<file path="src/verilog/arf_pkg.sv">
// Constants and state type shared by the response formatter files
package arf_pkg;

  // Characters of the response string
  localparam logic [7:0] CHR_CR = 8'h0D;
  localparam logic [7:0] CHR_COMMA = 8'h2C;
  localparam logic [7:0] CHR_STAR = 8'h2A;
  localparam logic [7:0] CHR_SEMI = 8'h3B;
  localparam logic [7:0] CHR_ZERO = 8'h30;

  // Command characters the formatter itself looks at
  localparam logic [7:0] CMD_MODE = 8'h68;
  localparam logic [7:0] CMD_CLEAR = 8'h63;

  // Channel addressing
  localparam logic [6:0] CHAN_BCAST = 7'h00;
  localparam logic [6:0] CHAN_MASTER = 7'h63;
  localparam logic [15:0] CHAN_CLAMP = 16'h0063;
  localparam logic [6:0] CHAN_RESET = 7'h01;
  localparam int NCHAN = 31;
  localparam logic [6:0] NCHAN_C = 7'h1F;

  // Warning and mode values
  localparam logic [7:0] WARN_REJECT = 8'h02;
  localparam logic [15:0] TERSE_VAL = 16'h0000;

  // Output buffer
  localparam int BUF_DEPTH = 2;
  localparam logic [1:0] BUF_FULL = 2'h2;

  typedef enum logic [3:0] {
    S_IDLE, S_NEXT, S_ROUTE, S_SEMI, S_CHAN, S_CMD,
    S_VAL, S_COMMA, S_STAR, S_CODE, S_CR
  } arf_state_e;

endpackage : arf_pkg

</file>
<file path="src/verilog/arf_byte_if.sv">
// Byte stream with valid and ready between formatter and buffer
interface arf_byte_if;
  logic valid;
  logic ready;
  logic [7:0] data;

  modport src (output valid, output data, input ready);
  modport snk (input valid, input data, output ready);
endinterface : arf_byte_if

</file>
<file path="src/verilog/arf_formatter.sv">
// Response formatter: routing, fault marking, broadcast and terse mode
// Functional notes
// - Response is channel, command, up to three values, single CR.
// - Response always carries the resolved channel number; the code sends only CR when terse and quiet or when no unit is asked.
// - Active fault or warning appends star and its number.
// - Channel fault sticks until clear-faults is sent to that channel.
// - Three-value reply with fault: fault number replaces third value.
// - Rejected value: report stored value, then star and warning 2.
// - Channel 0 addresses every installed channel unit.
// - Retained channel 0 keeps later commands broadcast.
// - Broadcast replies are joined by semicolons.
// - Broadcast ends with exactly one CR, after the last reply.
// - Terse mode without fault or warning sends only CR.
// - Terse mode with fault or warning sends the full reply.
// - Verbose after reset; mode changes only by master mode command.
// - Master commands go to master, channel ones to one or all.
// - Command without channel digits reuses previous channel.
// - Channel 99 is master; larger numbers count as 99.
// - Nothing is sent unless a complete command arrived.
module arf_formatter (
  // Clock and reset
  input wire logic mclk_i,
  input wire logic rst_i,
  // Parsed command
  input wire logic cmd_valid_i,
  output logic cmd_ready_o,
  input wire logic cmd_has_chan_i,
  input wire logic [15:0] cmd_chan_i,
  input wire logic cmd_has_cmd_i,
  input wire logic [7:0] cmd_char_i,
  input wire logic cmd_has_value_i,
  input wire logic [15:0] cmd_value1_i,
  // Units
  input wire logic [arf_pkg::NCHAN:1] installed_i,
  output logic unit_req_o,
  output logic [6:0] unit_chan_o,
  output logic [7:0] unit_cmd_o,
  input wire logic unit_ack_i,
  input wire logic [1:0] unit_nvals_i,
  input wire logic [15:0] unit_val0_i,
  input wire logic [15:0] unit_val1_i,
  input wire logic [15:0] unit_val2_i,
  input wire logic [7:0] unit_fault_i,
  input wire logic [7:0] unit_warn_i,
  input wire logic unit_reject_i,
  // Serial transmit stream
  output logic [7:0] tx_data_o,
  output logic tx_valid_o,
  input wire logic tx_ready_i,
  // Status
  output logic terse_o
);

  arf_pkg::arf_state_e state;
  arf_pkg::arf_state_e finish_st;
  logic [6:0] chan_q;
  logic [6:0] cur_chan;
  logic [6:0] rchan;
  logic [6:0] nxt_chan;
  logic nxt_found;
  logic bcast;
  logic any_out;
  logic terse;
  logic [7:0] cmd_char;
  logic [15:0] rv [0:2];
  logic [1:0] nv;
  logic [1:0] nshow;
  logic [1:0] vi;
  logic [7:0] code;
  logic [7:0] code_w;
  logic [7:0] fault_cur;
  logic [7:0] fault_now;
  logic [7:0] fault_q [1:arf_pkg::NCHAN];
  logic [19:0] bcd;
  logic [2:0] dig;
  logic [15:0] ld_val;
  logic [19:0] ld_bcd;
  logic [2:0] ld_dig;
  logic accept;
  logic ack_fire;
  logic fire;
  logic in_chan;
  logic is_clear;
  logic out_valid;
  logic [7:0] out_data;

  arf_byte_if byte_in ();
  arf_byte_if byte_out ();

  function automatic logic [19:0] arf_bcd(input logic [15:0] v);
    logic [19:0] b;
    b = '0;
    for (int i = 15; i >= 0; i--) begin
      for (int d = 0; d < 5; d++) begin
        if (b[d*4 +: 4] >= 4'h5) begin
          b[d*4 +: 4] = b[d*4 +: 4] + 4'h3;
        end
      end
      b = {b[18:0], v[i]};
    end
    return b;
  endfunction : arf_bcd

  function automatic logic [2:0] arf_lead(input logic [19:0] b);
    logic [2:0] d;
    d = 3'h0;
    for (int i = 1; i < 5; i++) begin
      if (b[i*4 +: 4] != 4'h0) begin
        d = 3'(i);
      end
    end
    return d;
  endfunction : arf_lead

  assign accept = (state == arf_pkg::S_IDLE) && cmd_valid_i;
  assign ack_fire = (state == arf_pkg::S_ROUTE) && unit_ack_i;
  assign fire = out_valid && byte_in.ready;
  assign cmd_ready_o = state == arf_pkg::S_IDLE;
  assign unit_req_o = state == arf_pkg::S_ROUTE;
  assign unit_chan_o = cur_chan;
  assign unit_cmd_o = cmd_char;
  assign terse_o = terse;
  assign finish_st = bcast ? arf_pkg::S_NEXT : arf_pkg::S_CR;

  // Resolved channel: retained when omitted, clamped to the master address
  always_comb begin
    if (!cmd_has_chan_i) begin
      rchan = chan_q;
    end else if (cmd_chan_i >= arf_pkg::CHAN_CLAMP) begin
      rchan = arf_pkg::CHAN_MASTER;
    end else begin
      rchan = cmd_chan_i[6:0];
    end
  end

  // Next installed channel above the current one, lowest first
  always_comb begin
    nxt_chan = 7'h00;
    nxt_found = 1'b0;
    for (int i = arf_pkg::NCHAN; i >= 1; i--) begin
      if (installed_i[i] && 7'(i) > cur_chan) begin
        nxt_chan = 7'(i);
        nxt_found = 1'b1;
      end
    end
  end

  // Fault or warning number for the answer being taken
  assign in_chan = cur_chan != 7'h00 && cur_chan <= arf_pkg::NCHAN_C;
  assign fault_cur = in_chan ? fault_q[cur_chan[4:0]] : 8'h00;
  assign is_clear = cmd_char == arf_pkg::CMD_CLEAR;
  always_comb begin
    if (unit_fault_i != 8'h00) begin
      fault_now = unit_fault_i;
    end else if (is_clear) begin
      fault_now = 8'h00;
    end else begin
      fault_now = fault_cur;
    end
    if (fault_now != 8'h00) begin
      code_w = fault_now;
    end else if (unit_reject_i) begin
      code_w = arf_pkg::WARN_REJECT;
    end else begin
      code_w = unit_warn_i;
    end
  end

  // Third value gives way to the fault or warning number
  assign nshow = (code != 8'h00 && nv == 2'h3) ? 2'h2 : nv;

  // Number to load when a numeric field starts
  always_comb begin
    unique case (state)
      arf_pkg::S_ROUTE, arf_pkg::S_SEMI: ld_val = {9'h000, cur_chan};
      arf_pkg::S_CMD: ld_val = rv[0];
      arf_pkg::S_COMMA: ld_val = rv[2'(vi + 2'h1)];
      arf_pkg::S_STAR: ld_val = {8'h00, code};
      default: ld_val = 16'h0000;
    endcase
  end
  assign ld_bcd = arf_bcd(ld_val);
  assign ld_dig = arf_lead(ld_bcd);

  // Character presented to the buffer
  always_comb begin
    out_valid = 1'b1;
    out_data = arf_pkg::CHR_CR;
    unique case (state)
      arf_pkg::S_IDLE, arf_pkg::S_NEXT, arf_pkg::S_ROUTE: begin
        out_valid = 1'b0;
      end
      arf_pkg::S_SEMI: out_data = arf_pkg::CHR_SEMI;
      arf_pkg::S_CHAN, arf_pkg::S_VAL, arf_pkg::S_CODE: begin
        out_data = arf_pkg::CHR_ZERO | {4'h0, bcd[{dig, 2'b00} +: 4]};
      end
      arf_pkg::S_CMD: out_data = cmd_char;
      arf_pkg::S_COMMA: out_data = arf_pkg::CHR_COMMA;
      arf_pkg::S_STAR: out_data = arf_pkg::CHR_STAR;
      arf_pkg::S_CR: out_data = arf_pkg::CHR_CR;
    endcase
  end

  // Sequencer
  always_ff @(posedge mclk_i or posedge rst_i) begin
    if (rst_i) begin
      state <= arf_pkg::S_IDLE;
      cur_chan <= 7'h00;
      bcast <= 1'b0;
      any_out <= 1'b0;
      cmd_char <= 8'h00;
      rv[0] <= 16'h0000;
      rv[1] <= 16'h0000;
      rv[2] <= 16'h0000;
      nv <= 2'h0;
      code <= 8'h00;
      vi <= 2'h0;
      bcd <= '0;
      dig <= 3'h0;
    end else begin
      unique case (state)
        arf_pkg::S_IDLE: if (cmd_valid_i) begin
          cmd_char <= cmd_char_i;
          bcast <= 1'b0;
          any_out <= 1'b0;
          if (!cmd_has_cmd_i) begin
            state <= arf_pkg::S_CR;
          end else if (rchan == arf_pkg::CHAN_BCAST) begin
            bcast <= 1'b1;
            cur_chan <= 7'h00;
            state <= arf_pkg::S_NEXT;
          end else if (rchan == arf_pkg::CHAN_MASTER ||
                       (rchan <= arf_pkg::NCHAN_C &&
                        installed_i[rchan[4:0]])) begin
            cur_chan <= rchan;
            state <= arf_pkg::S_ROUTE;
          end else begin
            state <= arf_pkg::S_CR;
          end
        end
        arf_pkg::S_NEXT: begin
          if (nxt_found) begin
            cur_chan <= nxt_chan;
            state <= arf_pkg::S_ROUTE;
          end else begin
            state <= arf_pkg::S_CR;
          end
        end
        arf_pkg::S_ROUTE: if (unit_ack_i) begin
          rv[0] <= unit_val0_i;
          rv[1] <= unit_val1_i;
          rv[2] <= unit_val2_i;
          nv <= unit_nvals_i;
          code <= code_w;
          vi <= 2'h0;
          bcd <= ld_bcd;
          dig <= ld_dig;
          if (terse && code_w == 8'h00) begin
            state <= finish_st;
          end else if (any_out) begin
            state <= arf_pkg::S_SEMI;
          end else begin
            state <= arf_pkg::S_CHAN;
          end
        end
        arf_pkg::S_SEMI: if (fire) begin
          bcd <= ld_bcd;
          dig <= ld_dig;
          state <= arf_pkg::S_CHAN;
        end
        arf_pkg::S_CHAN: if (fire) begin
          if (dig != 3'h0) begin
            dig <= dig - 3'h1;
          end else begin
            any_out <= 1'b1;
            state <= arf_pkg::S_CMD;
          end
        end
        arf_pkg::S_CMD: if (fire) begin
          bcd <= ld_bcd;
          dig <= ld_dig;
          if (nshow != 2'h0) begin
            state <= arf_pkg::S_VAL;
          end else if (code != 8'h00) begin
            state <= arf_pkg::S_STAR;
          end else begin
            state <= finish_st;
          end
        end
        arf_pkg::S_VAL: if (fire) begin
          if (dig != 3'h0) begin
            dig <= dig - 3'h1;
          end else if (2'(vi + 2'h1) < nshow) begin
            state <= arf_pkg::S_COMMA;
          end else if (code != 8'h00) begin
            state <= arf_pkg::S_STAR;
          end else begin
            state <= finish_st;
          end
        end
        arf_pkg::S_COMMA: if (fire) begin
          vi <= 2'(vi + 2'h1);
          bcd <= ld_bcd;
          dig <= ld_dig;
          state <= arf_pkg::S_VAL;
        end
        arf_pkg::S_STAR: if (fire) begin
          bcd <= ld_bcd;
          dig <= ld_dig;
          state <= arf_pkg::S_CODE;
        end
        arf_pkg::S_CODE: if (fire) begin
          if (dig != 3'h0) begin
            dig <= dig - 3'h1;
          end else begin
            state <= finish_st;
          end
        end
        arf_pkg::S_CR: if (fire) begin
          bcast <= 1'b0;
          any_out <= 1'b0;
          state <= arf_pkg::S_IDLE;
        end
      endcase
    end
  end

  // Retained channel
  always_ff @(posedge mclk_i or posedge rst_i) begin
    if (rst_i) begin
      chan_q <= arf_pkg::CHAN_RESET;
    end else if (accept) begin
      chan_q <= rchan;
    end
  end

  // Response mode, changed only by the master mode command
  always_ff @(posedge mclk_i or posedge rst_i) begin
    if (rst_i) begin
      terse <= 1'b0;
    end else if (accept && cmd_has_cmd_i && cmd_has_value_i &&
                 rchan == arf_pkg::CHAN_MASTER &&
                 cmd_char_i == arf_pkg::CMD_MODE) begin
      terse <= cmd_value1_i == arf_pkg::TERSE_VAL;
    end
  end

  // Sticky fault per channel; a new fault wins over a clear
  for (genvar g = 1; g <= arf_pkg::NCHAN; g++) begin : g_fault
    always_ff @(posedge mclk_i or posedge rst_i) begin
      if (rst_i) begin
        fault_q[g] <= 8'h00;
      end else if (ack_fire && cur_chan == 7'(g)) begin
        if (unit_fault_i != 8'h00) begin
          fault_q[g] <= unit_fault_i;
        end else if (is_clear) begin
          fault_q[g] <= 8'h00;
        end
      end
    end
  end

  assign byte_in.valid = out_valid;
  assign byte_in.data = out_data;
  assign tx_data_o = byte_out.data;
  assign tx_valid_o = byte_out.valid;
  assign byte_out.ready = tx_ready_i;

  arf_skid_buf u_buf (
    .mclk_i (mclk_i),
    .rst_i (rst_i),
    .in_b (byte_in),
    .out_b (byte_out)
  );
endmodule : arf_formatter

</file>
<file path="src/verilog/arf_skid_buf.sv">
// Two-entry byte buffer between formatter and transmitter
module arf_skid_buf (
  // Clock and reset
  input wire logic mclk_i,
  input wire logic rst_i,
  // Streams
  arf_byte_if.snk in_b,
  arf_byte_if.src out_b
);

  logic [7:0] mem [0:arf_pkg::BUF_DEPTH-1];
  logic wp;
  logic rp;
  logic [1:0] cnt;
  logic wr;
  logic rd;

  assign in_b.ready = cnt != arf_pkg::BUF_FULL;
  assign out_b.valid = cnt != 2'h0;
  assign out_b.data = mem[rp];
  assign wr = in_b.valid && in_b.ready;
  assign rd = out_b.valid && out_b.ready;

  always_ff @(posedge mclk_i or posedge rst_i) begin
    if (rst_i) begin
      mem[0] <= 8'h00;
      mem[1] <= 8'h00;
      wp <= 1'b0;
    end else if (wr) begin
      mem[wp] <= in_b.data;
      wp <= ~wp;
    end
  end

  always_ff @(posedge mclk_i or posedge rst_i) begin
    if (rst_i) begin
      rp <= 1'b0;
    end else if (rd) begin
      rp <= ~rp;
    end
  end

  always_ff @(posedge mclk_i or posedge rst_i) begin
    if (rst_i) begin
      cnt <= 2'h0;
    end else if (wr && !rd) begin
      cnt <= cnt + 2'h1;
    end else if (rd && !wr) begin
      cnt <= cnt - 2'h1;
    end
  end

endmodule : arf_skid_buf
</file>
<file path="config.mk">
export PLATFORM = sky130hd
export DESIGN_NAME = arf_formatter
export DESIGN_NICKNAME = d
export VERILOG_FILES = /design/src/verilog/arf_pkg.sv /design/src/verilog/arf_byte_if.sv /design/src/verilog/arf_formatter.sv /design/src/verilog/arf_skid_buf.sv
export SDC_FILE = /design/constraint.sdc
export NUM_CORES = 1
export LEC_CHECK = 0
export BUFFER_PORTS_ARGS = -buffer_cell sky130_fd_sc_hd__buf_4
export CAP_MARGIN = 5
export CORE_MARGIN = 1.5
export CORE_UTILIZATION = 40
export DETAILED_ROUTE_END_ITERATION = 10
export GPL_TIMING_DRIVEN = 0
export PLACE_DENSITY = 0.56
export REMOVE_ABC_BUFFERS = 1
export SYNTH_ARGS = -nofsm -noshare
export SYNTH_HDL_FRONTEND = slang
export SYNTH_SLANG_ARGS = --single-unit
</file>
<file path="constraint.sdc">
create_clock -name mclk_i -period 26 [get_ports mclk_i]
set_clock_uncertainty 0.2 [all_clocks]
set_input_delay 6.5 -clock mclk_i [delete_from_list [all_inputs] [get_ports mclk_i]]
set_output_delay 6.5 -clock mclk_i [all_outputs]
set_load 0.01 [all_outputs]
</file>
[Word-level counts from Yosys, hierarchy flattened]
Cells that the tools add are included.
Storage, ports and cells
  word-level logic and storage cells: 565
  input port bits: 146
  register bits after elaboration: 380
Cells by class
  muxes and demuxes: 180
  reduce and logical (&&, ||, !) cells: 147
  add/subtract/negate cells: 39
  shift operators: 1
  $lt $le $gt $ge: 76
  equality and inequality tests: 65
  bitwise gates (word level): 6
Operators by type and width (number)
  2-to-1 mux 7 bit: 37
  2-to-1 mux 4 bit: 56
  adder 4 x 2 -> 4 bit, second input constant: 30
  greater-or-equal comparator 4 x 3 -> 1 bit, second input constant: 30
  == test 7 x 5 -> 1 bit, second input constant: 16
  > comparator 5 x 7 -> 1 bit, first input constant: 16
  2-to-1 mux 8 bit: 13
  logical AND 1 bit: 77
  AND reduction 2 bit: 33
  one-hot mux 16 bit (4 select lines): 1
  == test 7 x 4 -> 1 bit, second input constant: 8
  > comparator 4 x 7 -> 1 bit, first input constant: 8
  one-hot mux 4 bit (11 select lines): 1
  2-to-1 mux 1 bit: 41
  binary-select mux 8 bit (select 5 bit): 1
  2-to-1 mux 20 bit: 2
  one-hot mux 20 bit (2 select lines): 1
  one-hot mux 8 bit (5 select lines): 1
  binary-select mux 16 bit (select 2 bit): 1
  2-to-1 mux 16 bit: 2
  == test 7 x 3 -> 1 bit, second input constant: 4
  > comparator 3 x 7 -> 1 bit, first input constant: 4
  2-to-1 mux 3 bit: 9
  != test 2 x 1 -> 1 bit, second input constant: 13
  58 further kinds: 109

[Depth between registers and ports, before layout]
  depth in word-level cells: 39
  depth in mapped cells: 66

[Hierarchy]
From an unflattened synthesis, not the netlist that was laid out.
Second synthesis, totals
  cell total of the unflattened synthesis: 2315
  area total of the unflattened synthesis: 24303.3 um^2
By module, submodules not included
  arf_formatter: sequential area each 9009.9 um^2, area each 23368.7 um^2, instances 1, cells an instance 2255
  arf_skid_buf: sequential area each 500.5 um^2, area each 934.6 um^2, instances 1, cells an instance 60

[Worst setup path before layout]
OpenSTA, ideal clock, no wires.
  kind: register to register
  start: register vi[1]
  end: register dig[0]
  setup time: 0.144 ns
  required time: 25.656 ns
  arrival time: 12.091 ns
  path buffers: 1
  slack: 13.565 ns
  cell stages (with the launch flop): 60
  period minus slack after synthesis: 12.435 ns
  cells stage by stage: dfrtp_1 buf_4 a21boi_1 nor2_2 a22oi_1 ha_1 a221o_1 a21o_1 inv_1 ha_1 or4_4 a21o_1 a21o_2 nor3_2 a21oi_1 ha_1 o311a_1 a21o_1 [24 not listed] inv_1 ha_1 or4_1 o41a_1 a221oi_2 ha_1 nor3_1 or3_1 a2bb2oi_1 inv_1 ha_1 o21a_1 o32ai_1 o21bai_1 mux2i_1 nand3_1 a2111oi_0 o221ai_1
On the way
  word-level cells in the longest chain between the ends: 39
  elaborated cells on any way between the ends: 122
  classes of those cells: add/sub (36); order compare (35); mux (46); bitwise (1); reduce/logical (4)
Ends and longest elaborated chain
  start, declared: RTL line arf_formatter.sv:68  | logic [1:0] vi;
  start signal, assigned: RTL line arf_formatter.sv:302  | vi <= 2'(vi + 2'h1);
  adder 2 x 1 -> 2 bit (*): RTL line arf_formatter.sv:177  | arf_pkg::S_COMMA: ld_val = rv[2'(vi + 2'h1)];
  inverter 2 -> 3 bit (not written as such) (*): RTL line arf_formatter.sv:177
  binary-select mux 16 bit (select 2 bit) (*): RTL line arf_formatter.sv:177
  2-to-1 mux 16 bit (not written as such) (*) (2 in a row): RTL line arf_formatter.sv:177
  one-hot mux 16 bit (4 select lines) (*): RTL line arf_formatter.sv:174  | unique case (state)
  adder 3 x 2 -> 4 bit or greater-or-equal comparator 3 bit (tied branches): RTL line arf_formatter.sv:96, arf_formatter.sv:95
  2-to-1 mux 4 bit: RTL line arf_formatter.sv:95  | if (b[d*4 +: 4] >= 4'h5) begin
  adder 4 x 2 -> 4 bit or greater-or-equal comparator 4 x 3 -> 1 bit (tied branches): RTL line arf_formatter.sv:96, arf_formatter.sv:95
  [21 not listed]
  adder 4 x 2 -> 4 bit or greater-or-equal comparator 4 x 3 -> 1 bit (tied branches): RTL line arf_formatter.sv:96, arf_formatter.sv:95
  2-to-1 mux 4 bit: RTL line arf_formatter.sv:95
  nonzero test 4 bit: RTL line arf_formatter.sv:108  | if (b[i*4 +: 4] != 4'h0) begin
  2-to-1 mux 1 bit: RTL line arf_formatter.sv:108
  2-to-1 mux 3 bit (2 in a row): RTL line arf_formatter.sv:108
  2-to-1 mux 3 bit (*): RTL line arf_formatter.sv:108
  2-to-1 mux 3 bit (on tied branches)
  one-hot mux 3 bit (3 select lines) (*): RTL line arf_formatter.sv:221  | unique case (state)
  end signal, assigned: RTL line arf_formatter.sv:268  | dig <= ld_dig;
  end signal, assigned: RTL line arf_formatter.sv:281  | dig <= ld_dig;
  end signal, assigned: RTL line arf_formatter.sv:309  | dig <= ld_dig;
  end, declared: RTL line arf_formatter.sv:75  | logic [2:0] dig;
Every way passes the cells marked *; elsewhere a longest branch is shown, timed or not. The select of a mux whose other input is x is not followed.
A chain may end at the register's enable or synchronous reset.

[Final worst setup path]
  start: register state[0]
  end: register dig[0]
On the way
  word-level cells in the longest chain between the ends: 36
  elaborated cells on any way between the ends: 139
  classes of those cells: add/sub (35); order compare (35); eq/ne (13); mux (44); reduce/logical (12)
Ends and longest elaborated chain
  start, declared: RTL line arf_formatter.sv:54  | arf_pkg::arf_state_e state;
  start signal, assigned: RTL line arf_formatter.sv:207  | state <= arf_pkg::S_IDLE;
  start signal, assigned: RTL line arf_formatter.sv:227  | state <= arf_pkg::S_CR;
  start signal, assigned: RTL line arf_formatter.sv:231  | state <= arf_pkg::S_NEXT;
  == test 4 x 2 -> 1 bit (on tied branches): RTL line arf_formatter.sv:174, arf_formatter.sv:189, arf_formatter.sv:221
  OR reduction 2 bit: RTL line arf_formatter.sv:174
  one-hot mux 16 bit (4 select lines): RTL line arf_formatter.sv:174
  adder 3 x 2 -> 4 bit or greater-or-equal comparator 3 bit (tied branches): RTL line arf_formatter.sv:96, arf_formatter.sv:95
  2-to-1 mux 4 bit: RTL line arf_formatter.sv:95
  adder 4 x 2 -> 4 bit or greater-or-equal comparator 4 x 3 -> 1 bit (tied branches): RTL line arf_formatter.sv:96, arf_formatter.sv:95
  2-to-1 mux 4 bit: RTL line arf_formatter.sv:95
  adder 4 x 2 -> 4 bit or greater-or-equal comparator 4 x 3 -> 1 bit (tied branches): RTL line arf_formatter.sv:96, arf_formatter.sv:95
  [18 not listed]
  2-to-1 mux 4 bit: RTL line arf_formatter.sv:95
  adder 4 x 2 -> 4 bit or greater-or-equal comparator 4 x 3 -> 1 bit (tied branches): RTL line arf_formatter.sv:96, arf_formatter.sv:95
  2-to-1 mux 4 bit: RTL line arf_formatter.sv:95
  nonzero test 4 bit: RTL line arf_formatter.sv:108
  2-to-1 mux 1 bit: RTL line arf_formatter.sv:108
  2-to-1 mux 3 bit (3 in a row): RTL line arf_formatter.sv:108
  2-to-1 mux 3 bit (on tied branches)
  one-hot mux 3 bit (3 select lines): RTL line arf_formatter.sv:221
Several ways; a longest one is shown, not always the timed one. The select of a mux whose other input is x is not followed.

==> results_dict.tcl <==
set metrics [dict create \
    yosysWarningCount 0 \
    antenna_left 0 \
    max_freq_ghz 0.06207 \
    slew_viol_final 0 \
    io_buffer_count 172 \
    async_reset_ff_frac 1.000 \
    synth_compound_area_frac 0.1593 \
    core_area_um2 60250 \
    grt.total_usage 0.2260 \
    worst_setup_path_start_kind "flop" \
    cts_tree "built" \
    cts_htree_levels 2 \
    fp.dieH_um 249.7 \
    synthToLayoutAreaGrowth_pct 14.91 \
    r2r_start "state[0]" \
    critical_path.top_delay_family "compound AO/OA/AOI/OAI gates" \
    final_cell_mix "375 x dfrtp_1, 360 x mux2_2, 178 x nand2_1, 175 x buf_4, 145 x nor2_1" \
    post_drt_wl_per_cell_um 21.89 \
    clk_pin_slew_ns 0.06 \
    cts_hold_buf 0 \
    drive_gt1_frac 0.3318 \
    antenna_found_initial 0 \
    grt_pass1_wl_um 111100 \
    cp_num_cells 62 \
    synth_adder_area_share 0.02353 \
    critPathMaxStageDelay_ns 1.04 \
    routed_wl_um 70450 \
    synth_edf_count 0 \
    fin_crit_sh 0.6197 \
    drc 0 \
    clk_latency_ns 0.59 \
    syn_area_per_cell_um2 10.64 \
    die_width_um 249.7 \
    ios 173 \
    clkSinkCount 380 \
    post_cts_buffers 0 \
    rows 90 \
    via_per_inst 5.945 \
    critPathBufInv 7 \
    yosys-top-cells-area "dfrtp_1 39%, mux2_2 17%, mux4_2 7.1%" \
    grt_overflow_total 0 \
    period_minus_slack_ns 16.11 \
    reg2reg_setup_slack_ns 9.89 \
    synth_cells 2288 \
    place_hpwl_um 50550 \
    grt_setup_unrepaired "no" \
    netlist.top_cell.by_area "dfrtp_1" \
    reg2reg_depth 62 \
    min_path_type "reg -> reg" \
    crit_slowest_cell "dfrtp_1" \
    cp_max_fo 34 \
    slew_headroom 0.1660 \
    hp-start "u_buf.mem[8]" \
    cts_buffer_depth 3 \
    crit_end "dig[0]" \
    grt_pass1_vias 19450 \
    synthFlopType "dfrtp_1" \
    tightest_slew_ns 1.248 \
    cts_resized 0 \
    reg2reg_to "dig[0]" \
    critPathRequiredTime_ns 26.24 \
    first_iter_violations 1485 \
    place_congestion 0.8714 \
    setup_tns_ns 0 \
    synth_top_area_frac 0.3895 \
    nFillCells 5522 \
    status "complete, no violations" \
    worst_path_most_repeated_cell "ha_1" \
    final_common_cell "dfrtp_1" \
    drtPass1Iterations 6 \
    finalSetupViolations 0 \
    endpoint_kind "flop" \
    initial_core_util 0.4042 \
    finalHoldViolations 0 \
    critPathKind "reg -> reg" \
    syn_area_um2 24350 \
    dr_total_vias 19130 \
    fin_nets 2594 \
    synthXorXnorAreaFrac 0.01187 \
    dieArea_um2 62360 \
    drv_cap 0 \
    critPathArrivalTime_ns 16.36 \
    cts-root-buf "clkbuf_16" \
    synth_top_family_by_area "multiplexers" \
    cp-startpoint "state[0]" \
    ys_types 119 \
    grt_max_degree 131 \
    cts_buffers 45 \
    synth_seq_cells 380 \
    synthSimpleGateAreaFrac 0.1231 \
    synth_mux_area_frac 0.2576 \
    ys_seq_area_frac 0.3906 \
]
## metrics by stage
stage                     cell area (um^2)  instances  setup slack [ns]  hold slack [ns]  utilization
after floorplan                      23850       2169             8.744           0.2418            -
after global placement               26120       3123             4.735           0.2551       0.4335
after detailed placement             26410       3135             10.17           0.2622       0.4383
after CTS                            27950       3214             10.07           0.2795       0.4639
after global routing                 27980       3217             8.577           0.3033       0.4644
final                                27980       3218             9.888           0.2735       0.4644
## kinds of logic (layout without fill, tap and decap cells)
logic type | count (synthesis) | after routing
simple gates | 605 | 605
compound gates | 544 | 544
other cells | 0 | 1
xor+xnor | 27 | 27
flops | 380 | 380
mux | 480 | 480
fa+ha+maj | 46 | 46
buf+inv | 206 | 353
## worst min path at each step
stage / end / slack (ns) / cells after the start
after global placement: chan_q[3] / 0.26 / 2
after detailed placement: u_buf.mem[10] / 0.26 / 2
after CTS: u_buf.mem[8] / 0.28 / 2
after global routing: u_buf.mem[15] / 0.30 / 2
final: u_buf.mem[8] / 0.27 / 2
after floorplan: u_buf.mem[9] / 0.24 / 2
## synthesized netlist by cell type (all sizes together), types with 8 or more instances
cell	number
buf	21
ha	45
nand2b	14
mux4	77
a21boi	8
nor2	150
o21a	15
o21ai	126
nor4	17
and3	15
xor2	8
o221ai	9
a21oi	125
a22o	11
a21o	28
xnor2	19
nand4	16
a211o	9
and2	22
or2	16
a211oi	18
o211ai	28
nor2b	23
a311oi	11
nand3	58
or4	8
inv	86
a2111oi	9
mux2i	38
nor3	45
dfrtp	379
clkbuf	98
or3	16
o22ai	10
mux2	365
a31oi	28
a22oi	19
nand2	179
## registers in the layout, indices dropped and copies added (netlist names), 3 cells and up
register     count
unit_chan_o      7
state            4
chan_q           7
unit_cmd_o       8
rv              48
code             8
u_buf.mem       16
fault_q        248
bcd             20
dig              3
## layout make-up
type	instances	area [um^2]	area share
timing repair buffer	187	1551	0.05545
tap	782	978.4	0.03497
clock buffer	60	1262	0.04512
antenna	1	2.502	0.00008944
clock inverter	19	281.5	0.01006
sequential	380	9520	0.3403
inverter	87	334.1	0.01194
multi-input combinational	1702	14050	0.5021
## routing by layer
| metal | GRT usage | up-vias | wire length [um] |
|---|---|---|---|
| met1 | 0.2873 | 9654 | 29750 |
| met4 | 0.07439 | 0 | 1992 |
| met5 | 0 | - | 0 |
| met2 | 0.3916 | 522 | 34990 |
| met3 | 0.03567 | 111 | 3719 |
| li1 | - | 8845 | - |
## worst reg2reg max path: cells and delay by family, from the launching register on
kind / cells / cell delay [ns]
mux: 1 / 0.27
buf+inv: 7 / 0.58
compound gates: 29 / 7.43
flops: 1 / 1.04
fa+ha+maj: 11 / 2.69
simple gates: 14 / 3.71
Power is left out: the tool's default activity adds up to more than one toggle a clock period on the data nets, which glitch-free logic cannot reach.
